`config.mk`:
```
export PLATFORM = sky130hd
export DESIGN_NAME = torque_cutoff_monitor
export DESIGN_NICKNAME = d
export VERILOG_FILES = /design/src/core/torque_cutoff_pkg.sv /design/src/core/torque_cutoff_monitor.sv
export SDC_FILE = /design/constraint.sdc
export NUM_CORES = 1
export LEC_CHECK = 0
export BUFFER_PORTS_ARGS = -buffer_cell sky130_fd_sc_hd__buf_4
export CORE_MARGIN = 5
export CORE_UTILIZATION = 45
export DETAILED_ROUTE_END_ITERATION = 6
export PLACE_DENSITY = 0.68
export SYNTH_ARGS = -nofsm -noshare
export SYNTH_HDL_FRONTEND = slang
export SYNTH_SLANG_ARGS = --single-unit
```
`constraint.sdc`:
```
create_clock -name clk -period 2.26 [get_ports clk]
set_clock_uncertainty 0.2 [all_clocks]
set_input_delay 0.452 -clock clk [delete_from_list [all_inputs] [get_ports clk]]
set_output_delay 0.452 -clock clk [all_outputs]
set_load 0.01 [all_outputs]
```
`src/core/torque_cutoff_pkg.sv`:
```
/*
 * torque_cutoff_pkg: constants and carrier types for the dual-channel
 * torque cutoff monitor.
 * Assumes a single 200 MHz clock domain.
 */
package torque_cutoff_pkg;

   // clock rate
   localparam int unsigned CLK_PERIOD_PS = 5000;

   // discrepancy limit, in milliseconds
   localparam longint unsigned DISCREP_TIME_MS = 3000;
   localparam longint unsigned DISCREP_CYCLES_L = (DISCREP_TIME_MS * 64'd1000000000) / CLK_PERIOD_PS;

   // power removal bound, in microseconds; cut is applied within one cycle
   localparam longint unsigned CUTOFF_TIME_US = 15000;
   localparam longint unsigned CUTOFF_CYCLES_L = (CUTOFF_TIME_US * 64'd1000000) / CLK_PERIOD_PS;

   // drive operating states
   typedef enum logic [2:0] {
      ST_IDLE,
      ST_RUN,
      ST_DECEL,
      ST_COAST,
      ST_LOCKED
   } drive_state_t;

   // operator commands
   typedef struct packed {
      logic start;
      logic stop;
   } drive_cmd_t;

   // status toward the drive
   typedef struct packed {
      logic power_on;
      logic decel;
      logic trip;
      logic fault_latch;
   } drive_stat_t;

endpackage : torque_cutoff_pkg
```
`src/core/torque_cutoff_monitor.sv`:
```
/*
 * torque_cutoff_monitor: dual-channel safe torque cutoff supervisor.
 * Holds the drive state machine (idle, run, controlled deceleration,
 * coast after a cutoff, locked after a channel discrepancy), the
 * discrepancy timer with its fault latch, and the registered status
 * and speed reference handed to motor control.
 * Assumes enable inputs are already synchronous to clk and that a full
 * power cycle of the device is seen as rstn low.
 * Assumes motor control raises decel_done once the ramp reaches rest.
 */
// Functional notes
// - Channel A drop while running: coast, trip
// - Channel B drop while running: coast, trip
// - Both channels back: trip clears, restart allowed
// - Channel A alone low over 3 s latches
// - Channel B alone low over 3 s latches
// - Latch holds trip and refuses any start
// - Only power cycle clears latch
// - Stop command with enables: controlled deceleration
// - Power removed within 15 ms of change
`timescale 1ns/1ps
module torque_cutoff_monitor
   import torque_cutoff_pkg::*;
#(
   parameter longint unsigned DISCREP_CYCLES = DISCREP_CYCLES_L,
   parameter int unsigned SPEED_W = 16
) (
   // clock and reset
   input wire logic clk,
   input wire logic rstn,
   // safety enable channels
   input wire logic torque_enable_chan_a,
   input wire logic torque_enable_chan_b,
   // operator command and setpoint
   input wire drive_cmd_t cmd,
   input wire logic [SPEED_W-1:0] test_speed_setpoint,
   // decel ramp finished, reported by motor control
   input wire logic decel_done,
   // outputs
   output drive_stat_t stat,
   output logic [SPEED_W-1:0] speed_ref
);

   localparam int CNT_W = $clog2(DISCREP_CYCLES + 2);
   // cut is registered on the same edge that samples the channel change
   localparam longint unsigned CUT_LATENCY = 64'd1;

   // elaboration checks: the timer needs a real limit, the speed path at
   // least one bit, and the one-cycle cut must fit inside the removal bound
   if (DISCREP_CYCLES < 1) begin : g_bad_limit
      $error("torque_cutoff_monitor: discrepancy limit must be at least one cycle");
   end
   if (SPEED_W < 1) begin : g_bad_width
      $error("torque_cutoff_monitor: speed width must be at least one bit");
   end
   if (CNT_W > 63) begin : g_bad_count
      $error("torque_cutoff_monitor: discrepancy limit too large for the timer");
   end
   if (CUT_LATENCY >= CUTOFF_CYCLES_L) begin : g_bad_cutoff
      $error("torque_cutoff_monitor: cut latency exceeds power removal bound");
   end

   // channel view, index 0 is channel a
   logic [1:0] chan_in;
   logic [1:0] chan_low;
   logic both_on;
   logic disagree;

   // drive state group
   drive_state_t state_ff;
   drive_state_t nxt_state;

   // discrepancy timer group
   logic [CNT_W-1:0] cnt_ff;
   logic [CNT_W-1:0] nxt_cnt;
   logic latch_ff;
   logic nxt_latch;

   // output group
   drive_stat_t stat_ff;
   drive_stat_t nxt_stat;
   logic [SPEED_W-1:0] speed_ff;
   logic [SPEED_W-1:0] nxt_speed;

   // pack the two pins so both channels go through the same logic
   assign chan_in = {torque_enable_chan_b, torque_enable_chan_a};

   // per-channel loss detect; both channels are treated alike so that
   // neither one can mask a loss on the other
   for (genvar i = 0; i < 2; i++) begin : g_chan
      assign chan_low[i] = !chan_in[i];
   end

   // both enabled permits running; exactly one low is a discrepancy
   assign both_on = ~|chan_low;
   assign disagree = ^chan_low;

   // discrepancy timer and fault latch; saturating so it never wraps, and
   // cleared when both channels agree so a joint demand never latches
   always_comb begin
      nxt_cnt = cnt_ff;
      nxt_latch = latch_ff;
      if (disagree) begin
         if (cnt_ff != CNT_W'(DISCREP_CYCLES)) begin
            nxt_cnt = cnt_ff + CNT_W'(1);
         end else begin
            nxt_latch = 1'b1;
         end
      end else begin
         nxt_cnt = '0;
      end
      // latch never clears here; only reset does
   end

   // timer registers; the latch is cleared only by power-up reset
   always_ff @(posedge clk or negedge rstn) begin
      if (!rstn) begin
         cnt_ff <= '0;
         latch_ff <= 1'b0;
      end else begin
         cnt_ff <= nxt_cnt;
         latch_ff <= nxt_latch;
      end
   end

   // drive state machine:
   //    idle   - powered down, waiting for a start with both channels on
   //    run    - motor powered at the captured setpoint
   //    decel  - controlled ramp to rest after a stop command
   //    coast  - torque cut after a channel loss, motor spins down freely
   //    locked - discrepancy latched; nothing leaves this state but reset
   // the next latch value is used so the lock takes effect on the same
   // edge as the latch itself, leaving no cycle in which a start slips in
   always_comb begin
      nxt_state = state_ff;
      unique case (state_ff)
         ST_IDLE: begin
            if (nxt_latch) begin
               nxt_state = ST_LOCKED;
            end else if (!both_on) begin
               nxt_state = ST_COAST;
            end else if (cmd.start) begin
               nxt_state = ST_RUN;
            end
         end
         ST_RUN: begin
            if (nxt_latch) begin
               nxt_state = ST_LOCKED;
            end else if (!both_on) begin
               nxt_state = ST_COAST;
            end else if (cmd.stop) begin
               nxt_state = ST_DECEL;
            end
         end
         ST_DECEL: begin
            if (nxt_latch) begin
               nxt_state = ST_LOCKED;
            end else if (!both_on) begin
               nxt_state = ST_COAST;
            end else if (decel_done) begin
               nxt_state = ST_IDLE;
            end
         end
         ST_COAST: begin
            if (nxt_latch) begin
               nxt_state = ST_LOCKED;
            end else if (both_on) begin
               nxt_state = ST_IDLE;
            end
         end
         ST_LOCKED: begin
            // start, stop and channel return are all ignored here
            nxt_state = ST_LOCKED;
         end
      endcase
   end

   // state register
   always_ff @(posedge clk or negedge rstn) begin
      if (!rstn) begin
         state_ff <= ST_IDLE;
      end else begin
         state_ff <= nxt_state;
      end
   end

   // registered outputs derived from the next state so torque cuts
   // on the edge after the channel change, far inside the bound
   always_comb begin
      nxt_stat.power_on = (nxt_state == ST_RUN) || (nxt_state == ST_DECEL);
      nxt_stat.decel = (nxt_state == ST_DECEL);
      nxt_stat.trip = (nxt_state == ST_COAST) || (nxt_state == ST_LOCKED);
      nxt_stat.fault_latch = nxt_latch;
      nxt_speed = speed_ff;
      // setpoint is captured once on entry, so a change while running
      // does not move the motor until the next start
      if (nxt_state == ST_RUN && state_ff != ST_RUN) begin
         nxt_speed = test_speed_setpoint;
      end else if (nxt_state != ST_RUN && nxt_state != ST_DECEL) begin
         nxt_speed = '0;
      end
   end

   // output registers; all outputs read zero during power-up reset
   always_ff @(posedge clk or negedge rstn) begin
      if (!rstn) begin
         stat_ff <= '0;
         speed_ff <= '0;
      end else begin
         stat_ff <= nxt_stat;
         speed_ff <= nxt_speed;
      end
   end

   // ports come straight from the output flops
   assign stat = stat_ff;
   assign speed_ref = speed_ff;

endmodule : torque_cutoff_monitor

```
### Yosys cells after proc, flatten, opt, wreduce, memory -nomap -nowiden

Cells that the tools add are included.
Widths: inputs -> output; s select.

* register bits after elaboration: 53
* memories kept: 0
* bits in latches: 0
* memory bits (writable): 0
* memory bits (read-only): 0

* $add $sub $neg: 1
* bitwise logic cells: 0
* multiply operators: 0
* div/mod/pow operators: 0
* eq/ne operators: 13
* shift-type cells: 0
* reductions and logical operators: 10
* muxes and demuxes: 18
* order comparisons: 0

Operators with widths (count)
* $mux 30: 2
* $mux 3: 11
* $mux 16: 2
* $add 30x1->30 const B: 1
* $ne 30x30->1 const B: 1
* $pmux 3 s5: 1
* $eq 3x2->1 const B: 4
* $eq 3x1->1 const B: 2
* $eq 3x3->1 const B: 2
* $ne 3x1->1 const B: 2
* $logic_not 3->1: 1
* $ne 3x2->1 const B: 1
* $logic_and 1x1->1: 2
* $logic_not 1->1: 2
* $logic_or 1x1->1: 2
* $mux 1: 2
* $ne 2x1->1 const B: 1
* $reduce_bool 2->1: 1
* $reduce_or 2->1: 1
* $reduce_xor 2->1: 1

### Logic depth before layout (Yosys ltp)

* depth in word-level cells: 9
* gate-level depth with buffers: 9
* mapped depth without buffers: 7

### Least setup slack after synthesis

No wires, ideal clock.

* kind: input port to flip-flop
* from: in torque_enable_chan_a
* to: reg speed_ff[6], in the netlist speed_ref[6]
* setup time: 0.083 ns
* stages on the path: 7
* path buffers: 2
* setup slack: 0.017 ns
* arrival: 1.960 ns
* path through: ha_1 > a21bo_1 > or2_1 > clkbuf_1 > clkbuf_1 > or4_1 > a31oi_1

* cells in the longest elaborated chain, start to end: 8
* elaborated cells between the ends (all ways): 20

RTL lines
* from (decl): line torque_cutoff_monitor.sv:32 `input wire logic torque_enable_chan_a,`
* $logic_not 1->1 (*): line torque_cutoff_monitor.sv:91 `assign chan_low[i] = !chan_in[i];`
* $reduce_or 2->1 / $reduce_xor 2->1 (equally long branches): line torque_cutoff_monitor.sv:95, torque_cutoff_monitor.sv:96
* $mux 3, or another cell as far along: line torque_cutoff_monitor.sv:167 `end else if (both_on) begin`
* $mux 3, on equally long branches
* $pmux 3 s5 (*): line torque_cutoff_monitor.sv:136 `unique case (state_ff)`
* $eq 3x1->1, or another cell as far along: line torque_cutoff_monitor.sv:197 `if (nxt_state == ST_RUN && state_ff != ST_RUN) begin`
* $logic_and 1x1->1, on equally long branches: line torque_cutoff_monitor.sv:197, torque_cutoff_monitor.sv:199
* $mux 16 / $reduce_bool 2->1 (equally long branches)
* to (signal assigned): line torque_cutoff_monitor.sv:211 `speed_ff <= nxt_speed;`
* to (decl): line torque_cutoff_monitor.sv:82 `logic [SPEED_W-1:0] speed_ff;`

Every way passes the cells marked *; elsewhere a longest branch is shown, timed or not.
A chain may end at the register's enable or synchronous reset.

### Worst setup path in the final report

* from: reg cnt_ff[1]
* to: reg speed_ff[1], in the netlist speed_ref[1]

* cells in the longest elaborated chain, start to end: 8
* elaborated cells between the ends (all ways): 15

RTL lines
* from (decl): line torque_cutoff_monitor.sv:74 `logic [CNT_W-1:0] cnt_ff;`
* from (signal assigned): line torque_cutoff_monitor.sv:121 `cnt_ff <= nxt_cnt;`
* $ne 30x30->1 (*): line torque_cutoff_monitor.sv:104 `if (cnt_ff != CNT_W'(DISCREP_CYCLES)) begin`
* $mux 1 (*): line torque_cutoff_monitor.sv:104
* $mux 1 (*): line torque_cutoff_monitor.sv:103 `if (disagree) begin`
* $mux 3, on equally long branches
* $pmux 3 s5 (*): line torque_cutoff_monitor.sv:136
* $eq 3x1->1, or another cell as far along: line torque_cutoff_monitor.sv:197
* $logic_and 1x1->1, on equally long branches: line torque_cutoff_monitor.sv:197, torque_cutoff_monitor.sv:199
* $mux 16 / $reduce_bool 2->1 (equally long branches)

Marked as above.

==> flow_metrics.tcl <==
set metrics [dict create \
    status "complete, but fails checks" \
    failed_checks "hold timing, setup timing" \
    seqCellArea_um2 1328 \
    numCtsBuffers 5 \
    start_util_pct 45.76 \
    finalHoldViolCount 38 \
    fillers 597 \
    io_buffers 42 \
    wl_mm 7.576 \
    area_growth_pct 27.11 \
    viasPerCell 5.797 \
    drt_iter0_drc 125 \
    avgRoutedWirePerCell_um 15.98 \
    die-area_um2 8629 \
    drc 0 \
    grtUsageTotal_pct 17.74 \
    slew_viol_final 0 \
    postCtsHoldBufs 0 \
    cts_num_sinks 53 \
    pwr-share-comb_pct 10.8 \
    avgSynthCellArea_um2 9.369 \
    grt_max_degree 54 \
    cts_tree "done" \
    clk_latency_ns 0.31 \
    via_count 2748 \
    cts_root_buf "clkbuf_8" \
    multiInputGateArea_um2 1660 \
    synth-seq-cells 53 \
    crit_chain "inv_1 -> ha_2 -> nor4b_4 -> nand2_2 -> buf_6 -> nor4_4 -> buf_4 -> clkbuf_16 -> o211ai_1 -> a31oi_1" \
    finalCritPeriodShare_pct 101.6 \
    power_switching_uw 412.4 \
    overflow 0 \
    antenna_cells 0 \
    dp_hpwl_mm 4.870 \
    synth_flop_cell "dfrtp_1" \
    gp_congestion 0.8424 \
    min_period_ns 2.296 \
    ir_worst_vdd_uv 295.7 \
    hold_slack_ns -0.03725 \
    p_clk_share_pct 35.4 \
    synth_commonest_cells "dfrtp_1, nand2_1, and2_1, nand4_1, nor2b_1" \
    netlist.area_leader.share_pct 42.90 \
    slowest_stage "dfrtp_1" \
    postLayoutSetupSlackWorst_ns -0.03592 \
    synth.most_common_cell "dfrtp_1" \
    die_w_um 92.89 \
    clk_pin_slew_ns 0.10 \
    grt_pass1_vias 2599 \
    power.density_nw_per_um2 454.7 \
    row_count 30 \
    slowest_delay_ns 0.38 \
    synth_area_leaders "dfrtp_1, and2_1, nand4_1" \
    core-area_um2 6756 \
    yosysTopAreaCell "dfrtp_1" \
    max_freq_ghz 0.4356 \
    layout-drive-gt1-share_pct 26.90 \
    p_int_uw 1375 \
    clockBufferDepth 2 \
    min_path_type "in2async" \
    crit_path_end_kind "register" \
    synth_nets 356 \
    rsz0062_at_grt "true" \
    max_cap_violations 0 \
    synthCells 330 \
    first_pass_iters 4 \
    synth-edff-count 0 \
    htreeDepth 2 \
    relSlewSlack_pct 55.46 \
    seq_power_share_pct 53.7 \
    synth_cell_types 44 \
    synth-async-reset-ratio_pct 100.0 \
    synth.cell_area_um2 3092 \
    start_kind "register" \
    leakagePower_uw 0.001680 \
    grt_pass1_wl_mm 12.50 \
    ioPinCount 43 \
    crit_arrival_ns 2.32 \
    ys_seq_area_share_pct 42.90 \
    setup_violations 2 \
    drt.antenna.violating_nets 0 \
    critPathKind "reg2reg" \
    grt_antenna_before_repair 0 \
    crit_required_ns 2.29 \
    dp_slack_ns -0.06339 \
    crit_fanout 9 \
    die_y_um 92.89 \
    worstMarginPinSlew_ns 0.6681 \
    ys.warnings.count 0 \
    p_sw_share_pct 23.08 \
    nets 420 \
]
## layer usage
layer  GRT usage (%)  vias to the layer above  wire (µm)  share of wire, %
li1                -                     1322          -                 -
met5               0                        -          0                 0
met2           29.45                       86       3781                50
met4           4.518                        0         73              0.96
met1           23.65                     1333       3304                44
met3           3.574                        7        416               5.5
## timing repair
| item | CTS | global route |
|---|---|---|
| resized for setup | 2 | 9 |
| pin swaps | 0 | 12 |
| cloned | 0 | 3 |
| buffers inserted | 0 | 3 |
| endpoints found under the setup margin | 17 | 18 |
## sequential cells by signal, summed over array words and instances (netlist names)
register   count
speed_ref     16
cnt_ff        30
state_ff       3
stat           4
## power groups by stage
stage / Sequential, µW / Clock [µW] / Combinational (µW)
after detailed placement: 979 / 0 / 175
final: 960 / 634 / 193
after floorplan: 982 / 0 / 74.9
after global placement: 978 / 0 / 173
after CTS: 960 / 650 / 178
after global routing: 962 / 688 / 215
## layout by cell type, fill, tap and decap left out, types with 2 or more instances in the layout
master / instances
a21boi_0: 5
a21oi_1: 3
a31oi_1: 15
and2_1: 25
and3_1: 2
and4_1: 5
buf_12: 4
buf_4: 74
buf_6: 2
clkbuf_16: 2
clkbuf_8: 5
dfrtp_1: 52
ha_1: 2
inv_1: 7
nand2_1: 27
nand3_1: 10
nand4_1: 22
nor2_1: 6
nor2b_1: 19
nor3_1: 10
nor3b_1: 2
nor4_1: 4
nor4b_2: 2
o211ai_1: 16
o21a_1: 2
o21ai_0: 5
or3_1: 5
or4_1: 16
xnor2_1: 12
xor2_1: 11
## kinds of logic after synthesis
group           count (synthesis)  share of synthesized area [%]
fa+ha+maj                       3                          1.214
flops                          53                          42.90
mux                             1                         0.3238
xor+xnor                       23                          6.515
simple gates                  165                          32.62
buf+inv                        33                          5.059
compound gates                 52                          11.37
## stage by stage
| stage | utilization [%] | area, µm² | total power [µW] | setup TNS, ns | cells |
|---|---|---|---|---|---|
| 6_report | 58.17 | 3930 | 1787 | -0.03998 | 474 |
| 3_5_place_dp | 54.65 | 3692 | 1154 | -0.4452 | 461 |
| 2_1_floorplan | - | 3092 | 1057 | 0 | 330 |
| 5_1_grt | 58.17 | 3930 | 1865 | -1.931 | 474 |
| 3_3_place_gp | 54.65 | 3692 | 1151 | -0.03645 | 461 |
| 4_1_cts | 56.37 | 3809 | 1788 | 0 | 468 |
## critical path, delay by kind of cell, from the launching register on
kind            cells  cell delay, ns
fa+ha+maj           1            0.17
simple gates        3            0.65
flops               1            0.38
compound gates      2            0.26
buf+inv             4            0.56
## cell type report
type,count,area share [%]
Clock buffer,5,1.751
Clock inverter,2,0.8914
Inverter,8,0.7641
Multi-Input combinational cell,244,42.25
Sequential cell,53,33.78
Tap cell,80,2.547
Timing Repair Buffer,82,18.02
## path summary, 6_finish.rpt
path | start | end | slack (ns) | cells after the start
max | cnt_ff[1]$_DFFE_PN0P_ | speed_ref[1]$_DFFE_PN0P_ | -0.04 | 10
max in group asynchronous | rstn | state_ff[2]$_DFF_PN0_ | 1.43 | 1
min | rstn | speed_ref[11]$_DFFE_PN0P_ | -0.04 | 1
max reg2reg | cnt_ff[1]$_DFFE_PN0P_ | speed_ref[1]$_DFFE_PN0P_ | -0.04 | 10
min reg2reg | stat[0]$_DFF_PN0_ | stat[0]$_DFF_PN0_ | 0.31 | 1
min in group clk | stat[0]$_DFF_PN0_ | stat[0]$_DFF_PN0_ | 0.31 | 1
Power figures use the tool's default switching activity.
